--- src/hw/rwpc_pkg.sv ---
// constants and types shared by the reset and wake power control block
// assumes a single 200 MHz clock and a plain strobe register port
package rwpc_pkg;

	// --------------------------------------------------------------------
	// register map (byte addresses)
	// --------------------------------------------------------------------
	localparam logic [7:0]  RWPC_OFS_WAKE1       = 8'h10;
	localparam logic [7:0]  RWPC_OFS_WAKE2       = 8'h14;
	localparam logic [7:0]  RWPC_OFS_RSTCTL      = 8'h50;

	// --------------------------------------------------------------------
	// wake phase supply setup layout
	// --------------------------------------------------------------------
	localparam logic [31:0] RWPC_WAKE_RESET      = 32'h0010_0020;
	localparam logic [31:0] RWPC_WAKE_WMASK      = 32'h001f_4331;
	localparam int          RWPC_BIT_CORE_EN     = 0;
	localparam int          RWPC_BIT_ANA_EN      = 1;
	localparam int          RWPC_BIT_PLL_EN      = 4;
	localparam int          RWPC_BIT_IO_EN       = 5;
	localparam int          RWPC_BIT_CORE_PFM    = 8;
	localparam int          RWPC_BIT_ANA_PFM     = 9;
	localparam int          RWPC_BIT_CLK_OFF     = 14;
	localparam int          RWPC_DWELL_LSB       = 16;
	localparam int          RWPC_DWELL_W         = 5;

	// --------------------------------------------------------------------
	// reset and mode control layout
	// --------------------------------------------------------------------
	localparam int          RWPC_BIT_SW_SYS      = 0;
	localparam int          RWPC_BIT_SW_TILE     = 1;
	localparam int          RWPC_MODE_LSB        = 8;
	localparam int          RWPC_MODE_W          = 8;
	localparam int          RWPC_BIT_STAT_SYS    = 16;
	localparam int          RWPC_BIT_STAT_TILE   = 17;
	localparam int          RWPC_STATE_LSB       = 24;
	localparam logic [7:0]  RWPC_MODE_RESET      = 8'h00;

	// --------------------------------------------------------------------
	// reset timing
	// --------------------------------------------------------------------
	localparam int          RWPC_SYS_RST_OSC     = 524288;
	localparam int          RWPC_TILE_RST_CYCLES = 16;

	typedef enum logic [1:0] {
		RWPC_IDLE,
		RWPC_WAKE1,
		RWPC_WAKE2,
		RWPC_AWAKE
	} rwpc_state_type;

	typedef struct packed {
		logic tile_clk_off;
		logic analogue_pfm;
		logic core_pfm;
		logic io_supply_output_en;
		logic pll_linear_regulator_en;
		logic analogue_buck_converter_en;
		logic core_buck_converter_en;
	} rwpc_supply_type;

endpackage

--- src/hw/rwpc_top.sv ---
// reset generation and wake phase supply sequencing
// assumes all inputs except the async i_rst synchronous to i_clk; i_osc_tick pulses once per oscillator cycle
//
// Added by the designer: the plain strobed port.
`timescale 1ns/100ps
module rwpc_top #(
	parameter int SYS_RST_OSC = rwpc_pkg::RWPC_SYS_RST_OSC
) (
	input  wire logic                      i_clk,          // 200 MHz clock
	input  wire logic                      i_rst,          // async reset, active high
	input  wire logic [7:0]                i_addr,         // register byte address
	input  wire logic [31:0]               i_wdata,        // write data
	input  wire logic                      i_wr,           // write strobe
	input  wire logic                      i_rd,           // read strobe
	output logic      [31:0]               o_rdata,        // read data, cycle after i_rd
	input  wire logic                      i_rst_pin_n,    // external reset pin, active low
	input  wire logic                      i_brownout,     // any supply browned out
	input  wire logic                      i_wdog_expire,  // watchdog expiry
	input  wire logic                      i_sleep_seq,    // sleep sequence running
	input  wire logic                      i_clk_src_chg,  // clock source change
	input  wire logic                      i_osc_tick,     // one oscillator cycle
	input  wire logic                      i_wake_start,   // start wake sequence
	input  wire logic [3:0]                i_supply_good,  // {io, pll, analogue, core}
	output logic                           o_sys_rst,      // system reset, active high
	output logic                           o_tile_rst,     // tile reset, active high
	output rwpc_pkg::rwpc_supply_type      o_supply,       // supply controls
	output rwpc_pkg::rwpc_state_type       o_state,        // wake sequencer state
	output logic                           o_awake         // wake sequence complete
);

	localparam int SYS_CW  = $clog2(SYS_RST_OSC);
	localparam int TILE_CW = $clog2(rwpc_pkg::RWPC_TILE_RST_CYCLES);

	// --------------------------------------------------------------------
	// register file
	// --------------------------------------------------------------------
	logic [31:0] wake1_r;
	logic [31:0] wake1_nxt;
	logic [31:0] wake2_r;
	logic [31:0] wake2_nxt;
	logic [7:0]  mode_r;
	logic [7:0]  mode_nxt;
	logic        sw_sys;
	logic        sw_tile;
	logic [31:0] rdata_r;
	logic [31:0] rdata_nxt;

	rwpc_pkg::rwpc_state_type state_r;
	rwpc_pkg::rwpc_state_type state_nxt;
	logic                     sys_rst_r;
	logic                     tile_rst_r;

	always_comb
	begin
		wake1_nxt = wake1_r;
		wake2_nxt = wake2_r;
		mode_nxt  = mode_r;
		sw_sys    = 1'b0;
		sw_tile   = 1'b0;
		rdata_nxt = 32'h0000_0000;
		if (i_wr)
		begin
			unique case (i_addr)
				rwpc_pkg::RWPC_OFS_WAKE1:
					wake1_nxt = i_wdata & rwpc_pkg::RWPC_WAKE_WMASK;
				rwpc_pkg::RWPC_OFS_WAKE2:
					wake2_nxt = i_wdata & rwpc_pkg::RWPC_WAKE_WMASK;
				rwpc_pkg::RWPC_OFS_RSTCTL:
				begin
					sw_sys   = i_wdata[rwpc_pkg::RWPC_BIT_SW_SYS];
					sw_tile  = i_wdata[rwpc_pkg::RWPC_BIT_SW_TILE];
					mode_nxt = i_wdata[rwpc_pkg::RWPC_MODE_LSB +: rwpc_pkg::RWPC_MODE_W];
				end
				default:
				begin
				end
			endcase
		end
		if (i_rd)
		begin
			unique case (i_addr)
				rwpc_pkg::RWPC_OFS_WAKE1:
					rdata_nxt = wake1_r;
				rwpc_pkg::RWPC_OFS_WAKE2:
					rdata_nxt = wake2_r;
				rwpc_pkg::RWPC_OFS_RSTCTL:
				begin
					// trigger bits are self-clearing and read as zero
					rdata_nxt[rwpc_pkg::RWPC_MODE_LSB +: rwpc_pkg::RWPC_MODE_W] = mode_r;
					rdata_nxt[rwpc_pkg::RWPC_BIT_STAT_SYS]                     = sys_rst_r;
					rdata_nxt[rwpc_pkg::RWPC_BIT_STAT_TILE]                    = tile_rst_r;
					rdata_nxt[rwpc_pkg::RWPC_STATE_LSB +: 2]                   = state_r;
				end
				default:
					rdata_nxt = 32'h0000_0000;
			endcase
		end
	end

	always_ff @(posedge i_clk or posedge i_rst)
	begin
		if (i_rst)
		begin
			wake1_r <= rwpc_pkg::RWPC_WAKE_RESET;
			wake2_r <= rwpc_pkg::RWPC_WAKE_RESET;
			mode_r  <= rwpc_pkg::RWPC_MODE_RESET;
			rdata_r <= 32'h0000_0000;
		end
		else
		begin
			wake1_r <= wake1_nxt;
			wake2_r <= wake2_nxt;
			mode_r  <= mode_nxt;
			rdata_r <= rdata_nxt;
		end
	end

	assign o_rdata = rdata_r;

	// --------------------------------------------------------------------
	// reset generation
	// --------------------------------------------------------------------
	logic [SYS_CW-1:0]  sys_cnt_r;
	logic [SYS_CW-1:0]  sys_cnt_nxt;
	logic               sys_rst_nxt;
	logic [TILE_CW-1:0] tile_cnt_r;
	logic [TILE_CW-1:0] tile_cnt_nxt;
	logic               tile_rst_nxt;
	logic               sys_src;
	logic               tile_src;

	// a held pin restarts the count every cycle, so the full length runs after release
	assign sys_src  = !i_rst_pin_n || i_brownout || i_wdog_expire || sw_sys;
	assign tile_src = i_sleep_seq || i_clk_src_chg || sw_tile || sys_rst_r;

	always_comb
	begin
		sys_rst_nxt  = sys_rst_r;
		sys_cnt_nxt  = sys_cnt_r;
		tile_rst_nxt = tile_rst_r;
		tile_cnt_nxt = tile_cnt_r;
		if (sys_src)
		begin
			sys_rst_nxt = 1'b1;
			sys_cnt_nxt = '0;
		end
		else if (sys_rst_r && i_osc_tick)
		begin
			// counted in oscillator cycles: a slower oscillator gives a longer reset
			if (sys_cnt_r == SYS_CW'(SYS_RST_OSC - 1))
			begin
				sys_rst_nxt = 1'b0;
				sys_cnt_nxt = '0;
			end
			else
				sys_cnt_nxt = sys_cnt_r + SYS_CW'(1);
		end
		if (tile_src)
		begin
			tile_rst_nxt = 1'b1;
			tile_cnt_nxt = '0;
		end
		else if (tile_rst_r)
		begin
			if (tile_cnt_r == TILE_CW'(rwpc_pkg::RWPC_TILE_RST_CYCLES - 1))
			begin
				tile_rst_nxt = 1'b0;
				tile_cnt_nxt = '0;
			end
			else
				tile_cnt_nxt = tile_cnt_r + TILE_CW'(1);
		end
	end

	always_ff @(posedge i_clk or posedge i_rst)
	begin
		if (i_rst)
		begin
			sys_rst_r  <= 1'b1;
			sys_cnt_r  <= '0;
			tile_rst_r <= 1'b1;
			tile_cnt_r <= '0;
		end
		else
		begin
			sys_rst_r  <= sys_rst_nxt;
			sys_cnt_r  <= sys_cnt_nxt;
			tile_rst_r <= tile_rst_nxt;
			tile_cnt_r <= tile_cnt_nxt;
		end
	end

	assign o_sys_rst  = sys_rst_r;
	assign o_tile_rst = tile_rst_r;

	// --------------------------------------------------------------------
	// wake phase sequencer
	// --------------------------------------------------------------------
	logic [31:0]     cur_cfg;
	logic [31:0]     dwell_r;
	logic [31:0]     dwell_nxt;
	logic [31:0]     dwell_lim;
	logic [3:0]      en_vec;
	logic            all_good;
	logic            dwell_met;
	rwpc_pkg::rwpc_supply_type supply_r;
	rwpc_pkg::rwpc_supply_type supply_nxt;

	always_comb
	begin
		unique case (state_r)
			rwpc_pkg::RWPC_WAKE1:
				cur_cfg = wake1_r;
			rwpc_pkg::RWPC_WAKE2, rwpc_pkg::RWPC_AWAKE:
				cur_cfg = wake2_r;
			rwpc_pkg::RWPC_IDLE:
				cur_cfg = 32'h0000_0000;
		endcase
	end

	// 2^n cycles; n of 31 still fits 32 bits
	assign dwell_lim = (32'h0000_0001 << cur_cfg[rwpc_pkg::RWPC_DWELL_LSB +: rwpc_pkg::RWPC_DWELL_W])
		- 32'h0000_0001;
	assign dwell_met = dwell_r >= dwell_lim;
	assign en_vec    = {cur_cfg[rwpc_pkg::RWPC_BIT_IO_EN], cur_cfg[rwpc_pkg::RWPC_BIT_PLL_EN],
		cur_cfg[rwpc_pkg::RWPC_BIT_ANA_EN], cur_cfg[rwpc_pkg::RWPC_BIT_CORE_EN]};
	assign all_good  = &(i_supply_good | ~en_vec);

	always_comb
	begin
		state_nxt = state_r;
		dwell_nxt = (dwell_r == 32'hffff_ffff) ? dwell_r : dwell_r + 32'h0000_0001;
		unique case (state_r)
			rwpc_pkg::RWPC_IDLE:
				if (i_wake_start)
					state_nxt = rwpc_pkg::RWPC_WAKE1;
			rwpc_pkg::RWPC_WAKE1:
				if (dwell_met && all_good)
					state_nxt = rwpc_pkg::RWPC_WAKE2;
			rwpc_pkg::RWPC_WAKE2:
				if (dwell_met && all_good)
					state_nxt = rwpc_pkg::RWPC_AWAKE;
			rwpc_pkg::RWPC_AWAKE:
				state_nxt = rwpc_pkg::RWPC_AWAKE;
		endcase
		if (sys_rst_r)
			state_nxt = rwpc_pkg::RWPC_IDLE;
		if (state_nxt != state_r)
			dwell_nxt = 32'h0000_0000;
		supply_nxt.tile_clk_off               = cur_cfg[rwpc_pkg::RWPC_BIT_CLK_OFF];
		supply_nxt.analogue_pfm               = cur_cfg[rwpc_pkg::RWPC_BIT_ANA_PFM];
		supply_nxt.core_pfm                   = cur_cfg[rwpc_pkg::RWPC_BIT_CORE_PFM];
		supply_nxt.io_supply_output_en        = cur_cfg[rwpc_pkg::RWPC_BIT_IO_EN];
		supply_nxt.pll_linear_regulator_en    = cur_cfg[rwpc_pkg::RWPC_BIT_PLL_EN];
		supply_nxt.analogue_buck_converter_en = cur_cfg[rwpc_pkg::RWPC_BIT_ANA_EN];
		supply_nxt.core_buck_converter_en     = cur_cfg[rwpc_pkg::RWPC_BIT_CORE_EN];
	end

	always_ff @(posedge i_clk or posedge i_rst)
	begin
		if (i_rst)
		begin
			state_r  <= rwpc_pkg::RWPC_IDLE;
			dwell_r  <= 32'h0000_0000;
			supply_r <= '0;
		end
		else
		begin
			state_r  <= state_nxt;
			dwell_r  <= dwell_nxt;
			supply_r <= supply_nxt;
		end
	end

	assign o_supply = supply_r;
	assign o_state  = state_r;
	assign o_awake  = (state_r == rwpc_pkg::RWPC_AWAKE);
endmodule

--- config.mk ---
export PLATFORM = sky130hd
export DESIGN_NAME = rwpc_top
export DESIGN_NICKNAME = d
export VERILOG_FILES = /design/src/hw/rwpc_pkg.sv /design/src/hw/rwpc_top.sv
export SDC_FILE = /design/constraint.sdc
export NUM_CORES = 1
export LEC_CHECK = 0
export BUFFER_PORTS_ARGS = -buffer_cell sky130_fd_sc_hd__buf_2
export CAP_MARGIN = 10
export CORE_ASPECT_RATIO = 1.1
export CORE_MARGIN = 1
export CORE_UTILIZATION = 35
export CTS_CLUSTER_SIZE = 24
export DETAILED_ROUTE_END_ITERATION = 12
export PLACE_DENSITY = 0.52
export SKIP_CTS_REPAIR_TIMING = 1
export SLEW_MARGIN = 30
export SYNTH_ARGS = -nofsm -noshare
export SYNTH_HDL_FRONTEND = slang
export SYNTH_SLANG_ARGS = --single-unit
--- constraint.sdc ---
create_clock -name i_clk -period 4.95 [get_ports i_clk]
set_clock_uncertainty 0.2 [all_clocks]
set_input_delay 0.495 -clock i_clk [delete_from_list [all_inputs] [get_ports i_clk]]
set_output_delay 0.495 -clock i_clk [all_outputs]
set_load 0.01 [all_outputs]
==> reports/summary.json, run 1 <==
{
  "status": {"value": "finished, final reports clean"},
  "initial_core_util": {"value": 35.9, "unit": "%"},
  "std_cell_rows": {"value": 53},
  "drt-pass1-iter-count": {"value": 4},
  "cts.path.max_buffers": {"value": 2},
  "stdcell_area": {"value": 8100, "unit": "µm²"},
  "synth-seq-cells": {"value": 113},
  "cts_num_sinks": {"value": 113},
  "io_buffers": {"value": 67},
  "detailed_route_drc_error_count": {"value": 0},
  "placedInstanceArea": {"value": 7500, "unit": "µm²"},
  "chipHeight": {"value": 149, "unit": "µm"},
  "n_antenna_cell": {"value": 0},
  "worst-endpoint-required": {"value": 5.08, "unit": "ns"},
  "maximum_number_of_pins_on_one_net_before_global_route_repair": {"value": 48},
  "cts-buffers-inserted": {"value": 17},
  "yosysSeqAreaShare": {"value": 41.1, "unit": "%"},
  "vias_per_cell": {"value": 5.00},
  "timing_worst_setup_path_type": {"value": "reg -> reg"},
  "crit_path_cell_chain": {"value": "o21ai_0 > o21ai_1 > or3_1 > ha_1 > or3_1 > o21ai_0 > a21oi_1 > ha_1 > and4_1 > a221oi_1 > o22ai_1 > a221oi_2 > buf_4 > nor3b_1"},
  "dpl.hpwl": {"value": 11.8, "unit": "mm"},
  "die_area": {"value": 20300, "unit": "µm²"},
  "cts.htree.levels": {"value": 4},
  "period_share": {"value": 89.8, "unit": "%"},
  "totalNegativeSetupSlack": {"value": 0, "unit": "ns"},
  "clk_root_buffer_cell": {"value": "sky130_fd_sc_hd__clkbuf_16"},
  "routedWlPerCell": {"value": 15.0, "unit": "µm"},
  "ys_dominant_reg_cell": {"value": "sky130_fd_sc_hd__dfrtp_1"},
  "final_hold_viol_count": {"value": 0},
  "path_class_of_the_lowest_slack_min_delay_path": {"value": "in -> reg"},
  "total_leakage_power": {"value": 3.87, "unit": "nW"},
  "tritoncts": {"value": "yes"},
  "nFillCells": {"value": 1907},
  "finalMaxSlewViolations": {"value": 0},
  "drt.antenna.violating_nets": {"value": 0},
  "postRouteWirelength": {"value": 16.4, "unit": "mm"},
  "mean_instance_size_in_the_synthesized_netlist": {"value": 9.10, "unit": "µm²"},
  "timing.final.setup_violations": {"value": 0},
  "final_net_count": {"value": 922},
  "mostFrequentLayoutCell": {"value": "sky130_fd_sc_hd__dfrtp_1"},
  "clock_period_minus_final_worst_setup_slack": {"value": 4.44, "unit": "ns"},
  "crit_family": {"value": "compound AO/OA/AOI/OAI gates"},
  "fp.coreArea": {"value": 19200, "unit": "µm²"},
  "antenna_found_initial": {"value": 2},
  "crit_path_top_delay_cell": {"value": "sky130_fd_sc_hd__a221oi_1"},
  "first_iter_violations": {"value": 336},
  "cp.arrival": {"value": 4.57, "unit": "ns"},
  "grt_ovf": {"value": 0},
  "gp_congestion": {"value": 0.805},
  "detailroute.via_count": {"value": 5457},
  "grt_pass1_wl": {"value": 27.0, "unit": "mm"},
  "maxCapViolations": {"value": 0},
  "synth_edf_count": {"value": 0},
  "timing.slew.headroom": {"value": 51.9, "unit": "%"},
  "worst_setup_path_start_kind": {"value": "flop"},
  "grt_util_all_layers": {"value": 17.3, "unit": "%"},
  "flow.area_growth_from_synthesis": {"value": 17.3, "unit": "%"},
  "worstPathMaxFanout": {"value": 32},
  "tightest_slew": {"value": 0.719, "unit": "ns"},
  "cellPowerDensity": {"value": 316, "unit": "nW/µm²"},
  "ys_types": {"value": 67},
  "maxClockFrequency": {"value": 225, "unit": "MHz"},
  "cts.clk_slew.worst_paths": {"value": 0.06, "unit": "ns"},
  "critical_path.endpoint_type": {"value": "flop"},
  "path_buf_inv": {"value": 1},
  "yosysWarnings": {"value": 0},
  "grt_pass1_vias": {"value": 5270},
  "clock_insertion_delay_worst_skew": {"value": 0.43, "unit": "ns"},
  "most-common-layout-cells": {"value": "106 x sky130_fd_sc_hd__dfrtp_1, 101 x sky130_fd_sc_hd__nor2_1, 97 x sky130_fd_sc_hd__nand2_1, 67 x sky130_fd_sc_hd__buf_2"},
  "design.portCount": {"value": 99},
  "die-width": {"value": 136, "unit": "µm"},
  "post_synth_inst_count": {"value": 759},
  "grt_setup_unrepaired": {"value": "no"},
  "drive_above_1_share": {"value": 20.0, "unit": "%"},
  "power.ir.vdd_worst": {"value": 0.243, "unit": "mV"},
  "critical_path.max_stage_delay": {"value": 0.48, "unit": "ns"},
  "async_reset_ff_share": {"value": 100, "unit": "%"},
  "mappedNetlistArea": {"value": 6910, "unit": "µm²"}
}
==> routing by layer <==
| metal | track usage (%) | vias up | wire length, µm |
|---|---|---|---|
| met5 | 0 | - | 13 |
| met4 | 5.06 | 2 | 159 |
| met3 | 4.93 | 16 | 590 |
| met2 | 28.9 | 71 | 8020 |
| met1 | 21.6 | 2598 | 7580 |
| li1 | - | 2770 | - |
==> worst paths after layout <==
kind	start	end	slack, ns	depth (start not counted)
setup / recovery	wake1_r[16]	dwell_r[29]	0.51	14
hold / removal	i_wdata[11]	mode_r[3]	0.09	2
min in group asynchronous	i_rst	dwell_r[18]	0.41	3
max in group asynchronous	i_rst	o_state[1]	3.19	4
setup reg to reg	wake1_r[16]	dwell_r[29]	0.51	14
hold reg to reg	mode_r[3]	o_rdata[11]	0.27	1
==> power breakdown <==
group / internal [mW] / total, mW / switching [mW]
combinational: 0.133 / 0.315 / 0.182
sequential: 0.961 / 1.01 / 0.0514
clock: 0.716 / 1.23 / 0.518
total: 1.81 / 2.56 / 0.752
==> kinds of logic after synthesis <==
| kind of cell | count (synthesis) | share of synthesized area (%) |
|---|---|---|
| XOR/XNOR | 49 | 6.21 |
| flip-flops | 113 | 41.1 |
| buffers and inverters | 67 | 4.67 |
| multiplexers | 45 | 7.07 |
| other | 2 | 0.109 |
| AND/OR/NAND/NOR | 328 | 22.8 |
| adder cells (fa/ha/maj) | 36 | 6.52 |
| AO/OA/AOI/OAI | 119 | 11.5 |
==> final cells by class <==
cell class | instances | area [µm²] | share of cell area [%]
Clock buffer | 17 | 425 | 5.25
Clock inverter | 15 | 164 | 2.02
Inverter | 21 | 81.3 | 1.00
Multi-Input combinational cell | 593 | 3800 | 46.9
Sequential cell | 113 | 2840 | 35.0
Tap cell | 247 | 309 | 3.81
Timing Repair Buffer | 85 | 485 | 5.99
==> sequential cells by signal, summed over array words and instances, names as in the netlist <==
signal / flops
o_sys_rst: 1
dwell_r: 32
wake2_r: 11
o_tile_rst: 1
o_supply: 6
mode_r: 8
o_rdata: 18
sys_cnt_r: 19
tile_cnt_r: 4
o_state: 2
wake1_r: 11
==> worst reg2reg max path: cells and delay by family, from the launching register on <==
family | cells | cell delay [ns]
flip-flops | 1 | 0.47
AND/OR/NAND/NOR | 4 | 1.29
buffers and inverters | 1 | 0.36
adder cells (fa/ha/maj) | 2 | 0.61
AO/OA/AOI/OAI | 7 | 1.45
==> metrics by stage <==
stage,util (%),worst slack [ns],instances,hold slack (ns),power (mW)
detailed placement,39.0,0.417,1058,0.262,1.35
CTS,42.1,0.396,1090,-0.127,2.60
finish,42.1,0.506,1091,0.0926,2.56
global placement,39.0,0.487,1058,0.253,1.34
floorplan,-,0.655,773,0.247,1.26
global route,42.1,0.146,1091,0.0747,2.69
==> synthesized netlist by cell type (3+ instances only) <==
cell,n,area (µm²)
sky130_fd_sc_hd__dfstp_2,6,158
sky130_fd_sc_hd__and4_1,4,35.0
sky130_fd_sc_hd__buf_2,12,60.1
sky130_fd_sc_hd__buf_4,15,113
sky130_fd_sc_hd__or3_1,5,31.3
sky130_fd_sc_hd__ha_1,36,450
sky130_fd_sc_hd__nor2_1,101,379
sky130_fd_sc_hd__nand2b_1,3,18.8
sky130_fd_sc_hd__and3_1,6,37.5
sky130_fd_sc_hd__o21ai_0,24,120
sky130_fd_sc_hd__nor2b_1,3,18.8
sky130_fd_sc_hd__mux2i_1,15,150
sky130_fd_sc_hd__and2_1,13,81.3
sky130_fd_sc_hd__xnor2_1,13,114
sky130_fd_sc_hd__nor4_1,4,25.0
sky130_fd_sc_hd__nand3_1,33,165
sky130_fd_sc_hd__o211ai_1,4,30.0
sky130_fd_sc_hd__mux2_1,10,113
sky130_fd_sc_hd__inv_1,19,71.3
sky130_fd_sc_hd__o21a_1,8,60.1
sky130_fd_sc_hd__o21ai_1,7,35.0
sky130_fd_sc_hd__nand3b_1,5,37.5
sky130_fd_sc_hd__o22ai_1,4,25.0
sky130_fd_sc_hd__nor3b_1,3,22.5
sky130_fd_sc_hd__mux2_2,20,225
sky130_fd_sc_hd__a31oi_1,4,25.0
sky130_fd_sc_hd__a21o_1,3,22.5
sky130_fd_sc_hd__nand2_1,97,364
sky130_fd_sc_hd__nand4_1,11,68.8
sky130_fd_sc_hd__dfrtp_1,107,2680
sky130_fd_sc_hd__nor3_1,23,115
sky130_fd_sc_hd__a22oi_1,3,22.5
sky130_fd_sc_hd__xor2_1,36,315
sky130_fd_sc_hd__nor2_2,3,18.8
sky130_fd_sc_hd__nand4_2,3,37.5
sky130_fd_sc_hd__clkbuf_1,17,63.8
sky130_fd_sc_hd__a21oi_1,36,180
sky130_fd_sc_hd__o31ai_1,4,30.0
(Power assumes the default switching activity.)
==> inputs of run 2 (changes only) <==
GPL_TIMING_DRIVEN = 0   (was not set)
==> reports/summary.json, run 2 (synthesis results as in run 1) <==
{
  "status": {"value": "finished, final reports clean"},
  "total_leakage_power": {"value": 4.02, "unit": "nW", "change": "+4.0%"},
  "gp_congestion": {"value": 0.841, "change": "+4.4%"},
  "totalNegativeSetupSlack": {"value": 0, "unit": "ns", "change": "unchanged"},
  "grt_pass1_wl": {"value": 28.0, "unit": "mm", "change": "+3.5%"},
  "routed_met3_length": {"value": 793, "unit": "µm", "change": "+34%"},
  "power.ir.vdd_worst": {"value": 0.235, "unit": "mV", "change": "-3.4%"},
  "route.top_layer_used": {"value": "met4"},
  "drt-pass1-iter-count": {"value": 6, "change": "+2"},
  "timing.final.setup_violations": {"value": 0, "change": "unchanged"},
  "final_hold_viol_count": {"value": 0, "change": "unchanged"},
  "worstPathMaxFanout": {"value": 10, "change": "-69%"},
  "maximum_number_of_pins_on_one_net_before_global_route_repair": {"value": 73, "change": "+52%"},
  "grt_setup_unrepaired": {"value": "yes"},
  "mostFrequentLayoutCell": {"value": "sky130_fd_sc_hd__dfrtp_1"},
  "finalMaxSlewViolations": {"value": 0, "change": "unchanged"},
  "grt_pass1_vias": {"value": 5526, "change": "+4.9%"},
  "postRouteWirelength": {"value": 17.2, "unit": "mm", "change": "+5.1%"},
  "timing.slew.headroom": {"value": 49.6, "unit": "%", "change": "-2.3 points"},
  "cellPowerDensity": {"value": 308, "unit": "nW/µm²", "change": "-2.7%"},
  "initial_core_util": {"value": 35.9, "unit": "%", "change": "unchanged"},
  "final_util": {"value": 43.6, "unit": "%", "change": "+1.5 points"},
  "routedWlPerCell": {"value": 15.3, "unit": "µm", "change": "+2.0%"},
  "flow.area_growth_from_synthesis": {"value": 21.4, "unit": "%"},
  "chipHeight": {"value": 149, "unit": "µm", "change": "unchanged"},
  "most-common-layout-cells": {"value": "107 x sky130_fd_sc_hd__dfrtp_1, 101 x sky130_fd_sc_hd__nor2_1, 97 x sky130_fd_sc_hd__nand2_1, 75 x sky130_fd_sc_hd__buf_2, 36 x sky130_fd_sc_hd__xor2_1"},
  "drt.antenna.violating_nets": {"value": 0, "change": "unchanged"},
  "final_critical_path_setup_slack": {"value": 0.230, "unit": "ns", "change": "-0.276 ns"},
  "largest_register_ffs": {"value": 32, "change": "unchanged"},
  "layout.cells.non_filler": {"value": 1125, "change": "+3.1%"},
  "cts.htree.levels": {"value": 4, "change": "unchanged"},
  "design.portCount": {"value": 99, "change": "unchanged"},
  "path_class_of_the_lowest_slack_min_delay_path": {"value": "in -> reg"},
  "grt_util_all_layers": {"value": 18.1, "unit": "%", "change": "+0.78 points"},
  "n_antenna_cell": {"value": 0, "change": "unchanged"},
  "maxClockFrequency": {"value": 212, "unit": "MHz", "change": "-5.8%"},
  "maxCapViolations": {"value": 0, "change": "unchanged"},
  "timing_worst_setup_path_type": {"value": "reg -> reg"},
  "post-place-cells": {"value": 1088, "change": "+2.8%"},
  "tritoncts": {"value": "yes"},
  "detailed_route_drc_error_count": {"value": 0, "change": "unchanged"},
  "io_buffers": {"value": 67, "change": "unchanged"},
  "die-width": {"value": 136, "unit": "µm", "change": "unchanged"},
  "vias_per_cell": {"value": 5.03, "change": "+0.55%"},
  "detailroute.via_count": {"value": 5658, "change": "+3.7%"},
  "tightest_slew": {"value": 0.756, "unit": "ns", "change": "+0.0373 ns"},
  "cts.clk_slew.worst_paths": {"value": 0.06, "unit": "ns", "change": "about the same"},
  "regMostFlops": {"value": "dwell_r"},
  "dp_slack": {"value": -0.769, "unit": "ns", "change": "-1.19 ns"},
  "first_iter_violations": {"value": 281, "change": "-16%"},
  "m1WireLength": {"value": 7.88, "unit": "mm", "change": "+4.0%"},
  "critical_path.endpoint_type": {"value": "flop"},
  "nFillCells": {"value": 1914, "change": "+0.37%"},
  "clk_root_buffer_cell": {"value": "sky130_fd_sc_hd__clkbuf_16"},
  "std_cell_rows": {"value": 53, "change": "unchanged"},
  "worst-endpoint-required": {"value": 5.10, "unit": "ns", "change": "+0.02 ns"},
  "clock_insertion_delay_worst_skew": {"value": 0.43, "unit": "ns", "change": "about the same"},
  "dpl.hpwl": {"value": 12.5, "unit": "mm", "change": "+5.9%"},
  "worst_setup_path_start_kind": {"value": "flop"},
  "grt_ovf": {"value": 0, "change": "unchanged"},
  "cts.path.max_buffers": {"value": 2, "change": "unchanged"},
  "fp.coreArea": {"value": 19200, "unit": "µm²", "change": "unchanged"},
  "period_share": {"value": 95.4, "unit": "%", "change": "+5.6 points"},
  "multi_input_comb_area": {"value": 3890, "unit": "µm²", "change": "+2.3%"},
  "die_area": {"value": 20300, "unit": "µm²", "change": "unchanged"},
  "cts_num_sinks": {"value": 113, "change": "unchanged"},
  "antenna_found_initial": {"value": 0, "change": "-2"},
  "final_net_count": {"value": 956, "change": "+3.7%"},
  "area.sequential": {"value": 2840, "unit": "µm²", "change": "about the same"},
  "drive_above_1_share": {"value": 22.8, "unit": "%", "change": "+2.8 points"},
  "cp.arrival": {"value": 4.87, "unit": "ns", "change": "+0.30 ns"},
  "wl_met2": {"value": 8.18, "unit": "mm", "change": "+2.0%"},
  "clock_period_minus_final_worst_setup_slack": {"value": 4.72, "unit": "ns", "change": "+0.276 ns"},
  "cts-buffers-inserted": {"value": 17, "change": "unchanged"}
}
[run 2: power by group]
group | switching (mW) | internal [mW] | total [mW]
clock | 0.501 | 0.704 | 1.20
combinational | 0.208 | 0.157 | 0.365
sequential | 0.0486 | 0.962 | 1.01
[run 2: worst paths after layout]
check | from | end | slack [ns] | depth (start not counted)
worst max-delay path | o_state[1] | dwell_r[30] | 0.23 | 19
worst min-delay path | i_wdata[17] | wake1_r[17] | 0.09 | 2
worst max register to register | o_state[1] | dwell_r[30] | 0.23 | 19
worst min register to register | mode_r[2] | o_rdata[10] | 0.28 | 1
max in group asynchronous | i_rst | wake1_r[5] | 3.47 | 4
min in group asynchronous | i_rst | sys_cnt_r[12] | 0.40 | 3
[run 2: layout make-up]
type	count	area share, %
Buffer	44	3.25
Inverter	21	1.03
Clock buffer	17	5.07
Multi-Input combinational cell	593	46.4
Sequential cell	113	33.8
Tap cell	247	3.69
Clock inverter	15	1.79
Timing Repair Buffer	75	4.95
[run 2: worst max-delay path, cell delays in order (launching register included)]
cell and delay, ns:
sky130_fd_sc_hd__dfrtp_1 0.40, sky130_fd_sc_hd__buf_2 0.18, sky130_fd_sc_hd__clkbuf_4 0.19, sky130_fd_sc_hd__nand2_1 0.09, sky130_fd_sc_hd__o21ai_2 0.11, sky130_fd_sc_hd__buf_2 0.21
sky130_fd_sc_hd__or3_1 0.41, sky130_fd_sc_hd__ha_2 0.26, sky130_fd_sc_hd__or3_1 0.40, sky130_fd_sc_hd__o21ai_0 0.13, sky130_fd_sc_hd__a21oi_1 0.13, sky130_fd_sc_hd__ha_1 0.34
sky130_fd_sc_hd__and4_1 0.25, sky130_fd_sc_hd__a221oi_4 0.35, sky130_fd_sc_hd__o22ai_1 0.18, sky130_fd_sc_hd__a221oi_4 0.29, sky130_fd_sc_hd__buf_4 0.20, sky130_fd_sc_hd__buf_2 0.18
sky130_fd_sc_hd__nand2_1 0.06, sky130_fd_sc_hd__nor2_1 0.09
[run 2: stage by stage]
step	power, mW	hold WS, ns	area (µm²)
6_report	2.58	0.0929	8380
5_1_grt	2.71	0.0746	8380
4_1_cts	2.58	-0.157	8210
3_5_place_dp	1.37	0.266	7640
3_3_place_gp	1.36	0.256	7600
2_1_floorplan	1.26	0.247	6960
[run 2: per-layer routing]
metal	global-route usage (%)	vias to the layer above
met5	0	-
met4	7.50	0
met3	4.45	28
met2	29.7	129
met1	22.5	2672
li1	-	2829
==> inputs of run 3 (changes only) <==
HOLD_SLACK_MARGIN = 0.15   (was not set)
RECOVER_POWER = 25   (was not set)
==> reports/summary.json, run 3 (synthesis results as in run 1) <==
{
  "worstPathMaxFanout": {"value": 10, "change": "unchanged"},
  "grt_ovf": {"value": 0, "change": "unchanged"},
  "fp.coreArea": {"value": 19200, "unit": "µm²", "change": "unchanged"},
  "power.ir.vdd_worst": {"value": 0.235, "unit": "mV", "change": "+0.14%"},
  "std_cell_rows": {"value": 53, "change": "unchanged"},
  "design.portCount": {"value": 99, "change": "unchanged"},
  "cp.arrival": {"value": 4.93, "unit": "ns", "change": "+0.06 ns"},
  "first_iter_violations": {"value": 240, "change": "-15%"},
  "clock_period_minus_final_worst_setup_slack": {"value": 4.77, "unit": "ns", "change": "+0.0525 ns"},
  "p_seq_share": {"value": 39.0, "unit": "%", "change": "-0.2 points"},
  "final_hold_viol_count": {"value": 0, "change": "unchanged"},
  "maximum_number_of_pins_on_one_net_before_global_route_repair": {"value": 73, "change": "unchanged"},
  "status": {"value": "finished with violations"},
  "vias_per_cell": {"value": 4.98, "change": "-1.0%"},
  "path_class_of_the_lowest_slack_min_delay_path": {"value": "in -> reg"},
  "violations": {"value": "max-capacitance violations, max-slew violations"},
  "power_frac_comb": {"value": 14.4, "unit": "%", "change": "+0.3 points"},
  "tightest_slew": {"value": 1.94, "unit": "ns", "change": "+1.18 ns"},
  "cts-buffers-inserted": {"value": 17, "change": "unchanged"},
  "flow.area_growth_from_synthesis": {"value": 23.6, "unit": "%"},
  "worst-endpoint-required": {"value": 5.10, "unit": "ns", "change": "about the same"},
  "totalNegativeSetupSlack": {"value": 0, "unit": "ns", "change": "unchanged"},
  "finalMaxSlewViolations": {"value": 42, "change": "+42"},
  "initial_core_util": {"value": 35.9, "unit": "%", "change": "unchanged"},
  "timing.final.setup_violations": {"value": 0, "change": "unchanged"},
  "design_power_total": {"value": 2.59, "unit": "mW", "change": "+0.36%"},
  "chipHeight": {"value": 149, "unit": "µm", "change": "unchanged"},
  "placedInstanceArea": {"value": 7640, "unit": "µm²", "change": "unchanged"},
  "total_leakage_power": {"value": 4.08, "unit": "nW", "change": "+1.5%"},
  "timing_worst_setup_path_type": {"value": "reg -> reg"},
  "mostFrequentLayoutCell": {"value": "sky130_fd_sc_hd__dfrtp_1"},
  "drive_above_1_share": {"value": 22.4, "unit": "%", "change": "-0.41 points"},
  "netSwitchingFraction": {"value": 29.3, "unit": "%", "change": "-0.057 points"},
  "detailed_route_drc_error_count": {"value": 0, "change": "unchanged"},
  "clk_root_buffer_cell": {"value": "sky130_fd_sc_hd__clkbuf_16"},
  "postRouteWirelength": {"value": 17.3, "unit": "mm", "change": "+0.55%"},
  "regMostFlops": {"value": "dwell_r"},
  "drt.antenna.violating_nets": {"value": 0, "change": "unchanged"},
  "cts.htree.levels": {"value": 4, "change": "unchanged"},
  "layout.cells.non_filler": {"value": 1141, "change": "+1.4%"},
  "maxClockFrequency": {"value": 210, "unit": "MHz", "change": "-1.1%"},
  "cts.path.max_buffers": {"value": 2, "change": "unchanged"},
  "critical_path.endpoint_type": {"value": "flop"},
  "tritoncts": {"value": "yes"},
  "period_share": {"value": 96.4, "unit": "%", "change": "+1.1 points"},
  "grt_pass1_wl": {"value": 28.0, "unit": "mm", "change": "unchanged"},
  "largest_register_ffs": {"value": 32, "change": "unchanged"},
  "power.clock.fraction": {"value": 46.6, "unit": "%", "change": "about the same"},
  "grt_pass1_vias": {"value": 5526, "change": "unchanged"},
  "cts_num_sinks": {"value": 113, "change": "unchanged"},
  "maxCapViolations": {"value": 1, "change": "+1"},
  "most-common-layout-cells": {"value": "107 x sky130_fd_sc_hd__dfrtp_1, 101 x sky130_fd_sc_hd__nor2_1, 97 x sky130_fd_sc_hd__nand2_1, 75 x sky130_fd_sc_hd__buf_2, 36 x sky130_fd_sc_hd__xor2_1"},
  "cts.clk_slew.worst_paths": {"value": 0.06, "unit": "ns", "change": "about the same"},
  "routedWlPerCell": {"value": 15.2, "unit": "µm", "change": "-0.86%"},
  "switchingPower": {"value": 0.758, "unit": "mW", "change": "+0.17%"},
  "cell_internal_pwr": {"value": 1.83, "unit": "mW", "change": "+0.45%"},
  "io_buffers": {"value": 67, "change": "unchanged"},
  "worst_setup_path_start_kind": {"value": "flop"},
  "dpl.hpwl": {"value": 12.5, "unit": "mm", "change": "unchanged"},
  "timing.slew.headroom": {"value": -29.8, "unit": "%", "change": "-79 points"},
  "detailroute.via_count": {"value": 5679, "change": "+0.37%"},
  "die-width": {"value": 136, "unit": "µm", "change": "unchanged"},
  "stdcell_area": {"value": 8540, "unit": "µm²", "change": "+1.8%"},
  "grt_util_all_layers": {"value": 18.1, "unit": "%", "change": "unchanged"},
  "drt-pass1-iter-count": {"value": 4, "change": "-2"},
  "post-place-cells": {"value": 1088, "change": "unchanged"},
  "clock_insertion_delay_worst_skew": {"value": 0.43, "unit": "ns", "change": "about the same"},
  "grt_setup_unrepaired": {"value": "yes"},
  "cellPowerDensity": {"value": 303, "unit": "nW/µm²", "change": "-1.4%"},
  "antenna_found_initial": {"value": 0, "change": "unchanged"},
  "n_antenna_cell": {"value": 0, "change": "unchanged"},
  "die_area": {"value": 20300, "unit": "µm²", "change": "unchanged"},
  "gp_congestion": {"value": 0.841, "change": "unchanged"},
  "final_net_count": {"value": 972, "change": "+1.7%"}
}
-- run 3: through the flow --
| stage | util [%] | hold WS [ns] | setup WS (ns) |
|---|---|---|---|
| finish | 44.4 | 0.212 | 0.177 |
| global route | 44.4 | 0.235 | -0.105 |
| CTS | 42.7 | -0.157 | -0.791 |
| detailed placement | 39.7 | 0.266 | -0.769 |
| global placement | 39.5 | 0.256 | -0.738 |
| floorplan | - | 0.247 | 0.655 |
-- run 3: layout make-up --
| cell class | count | area (µm²) |
|---|---|---|
| Sequential cell | 113 | 2840 |
| Tap cell | 247 | 309 |
| Multi-Input combinational cell | 593 | 3890 |
| Fill cell | 1898 | 10700 |
| Clock inverter | 15 | 150 |
| Timing Repair Buffer | 91 | 576 |
| Buffer | 44 | 273 |
| Inverter | 21 | 80.1 |
| Clock buffer | 17 | 425 |
-- run 3: final timing paths --
path | start | endpoint | slack [ns] | depth (start not counted)
worst max-delay path | o_state[1] | dwell_r[24] | 0.18 | 19
worst min-delay path | i_osc_tick | sys_cnt_r[1] | 0.21 | 3
worst max register to register | o_state[1] | dwell_r[24] | 0.18 | 19
worst min register to register | mode_r[2] | o_rdata[10] | 0.28 | 1
max in group asynchronous | i_rst | wake2_r[5] | 2.58 | 4
min in group asynchronous | i_rst | sys_cnt_r[12] | 0.92 | 3
-- run 3: metal layers --
| metal | global-route usage, % | up-vias | part of all wire [%] |
|---|---|---|---|
| met2 | 29.7 | 114 | 48 |
| met5 | 0 | - | 0 |
| met4 | 7.50 | 0 | 1.8 |
| met1 | 22.5 | 2679 | 46 |
| li1 | - | 2862 | - |
| met3 | 4.45 | 24 | 4.3 |
-- run 3: power groups by stage --
stage	registers (mW)	clock network, mW	logic (mW)
floorplan	1.01	0	0.243
global route	1.02	1.28	0.425
CTS	1.01	1.24	0.339
finish	1.01	1.21	0.374
detailed placement	1.03	0	0.340
global placement	1.03	0	0.328
-- run 3: critical path, cell delays in order, from the launching register on --
cell and delay (ns):
sky130_fd_sc_hd__dfrtp_1 0.41, sky130_fd_sc_hd__buf_2 0.18, sky130_fd_sc_hd__clkbuf_4 0.19, sky130_fd_sc_hd__nand2_1 0.09, sky130_fd_sc_hd__o21ai_2 0.12, sky130_fd_sc_hd__buf_2 0.21
sky130_fd_sc_hd__or3_1 0.41, sky130_fd_sc_hd__ha_2 0.26, sky130_fd_sc_hd__or3_1 0.40, sky130_fd_sc_hd__o21ai_0 0.13, sky130_fd_sc_hd__a21oi_1 0.13, sky130_fd_sc_hd__ha_1 0.34
sky130_fd_sc_hd__and4_1 0.25, sky130_fd_sc_hd__a221oi_4 0.36, sky130_fd_sc_hd__o22ai_1 0.18, sky130_fd_sc_hd__a221oi_4 0.29, sky130_fd_sc_hd__buf_4 0.21, sky130_fd_sc_hd__buf_6 0.14
sky130_fd_sc_hd__o211ai_1 0.08, sky130_fd_sc_hd__nor2_1 0.12
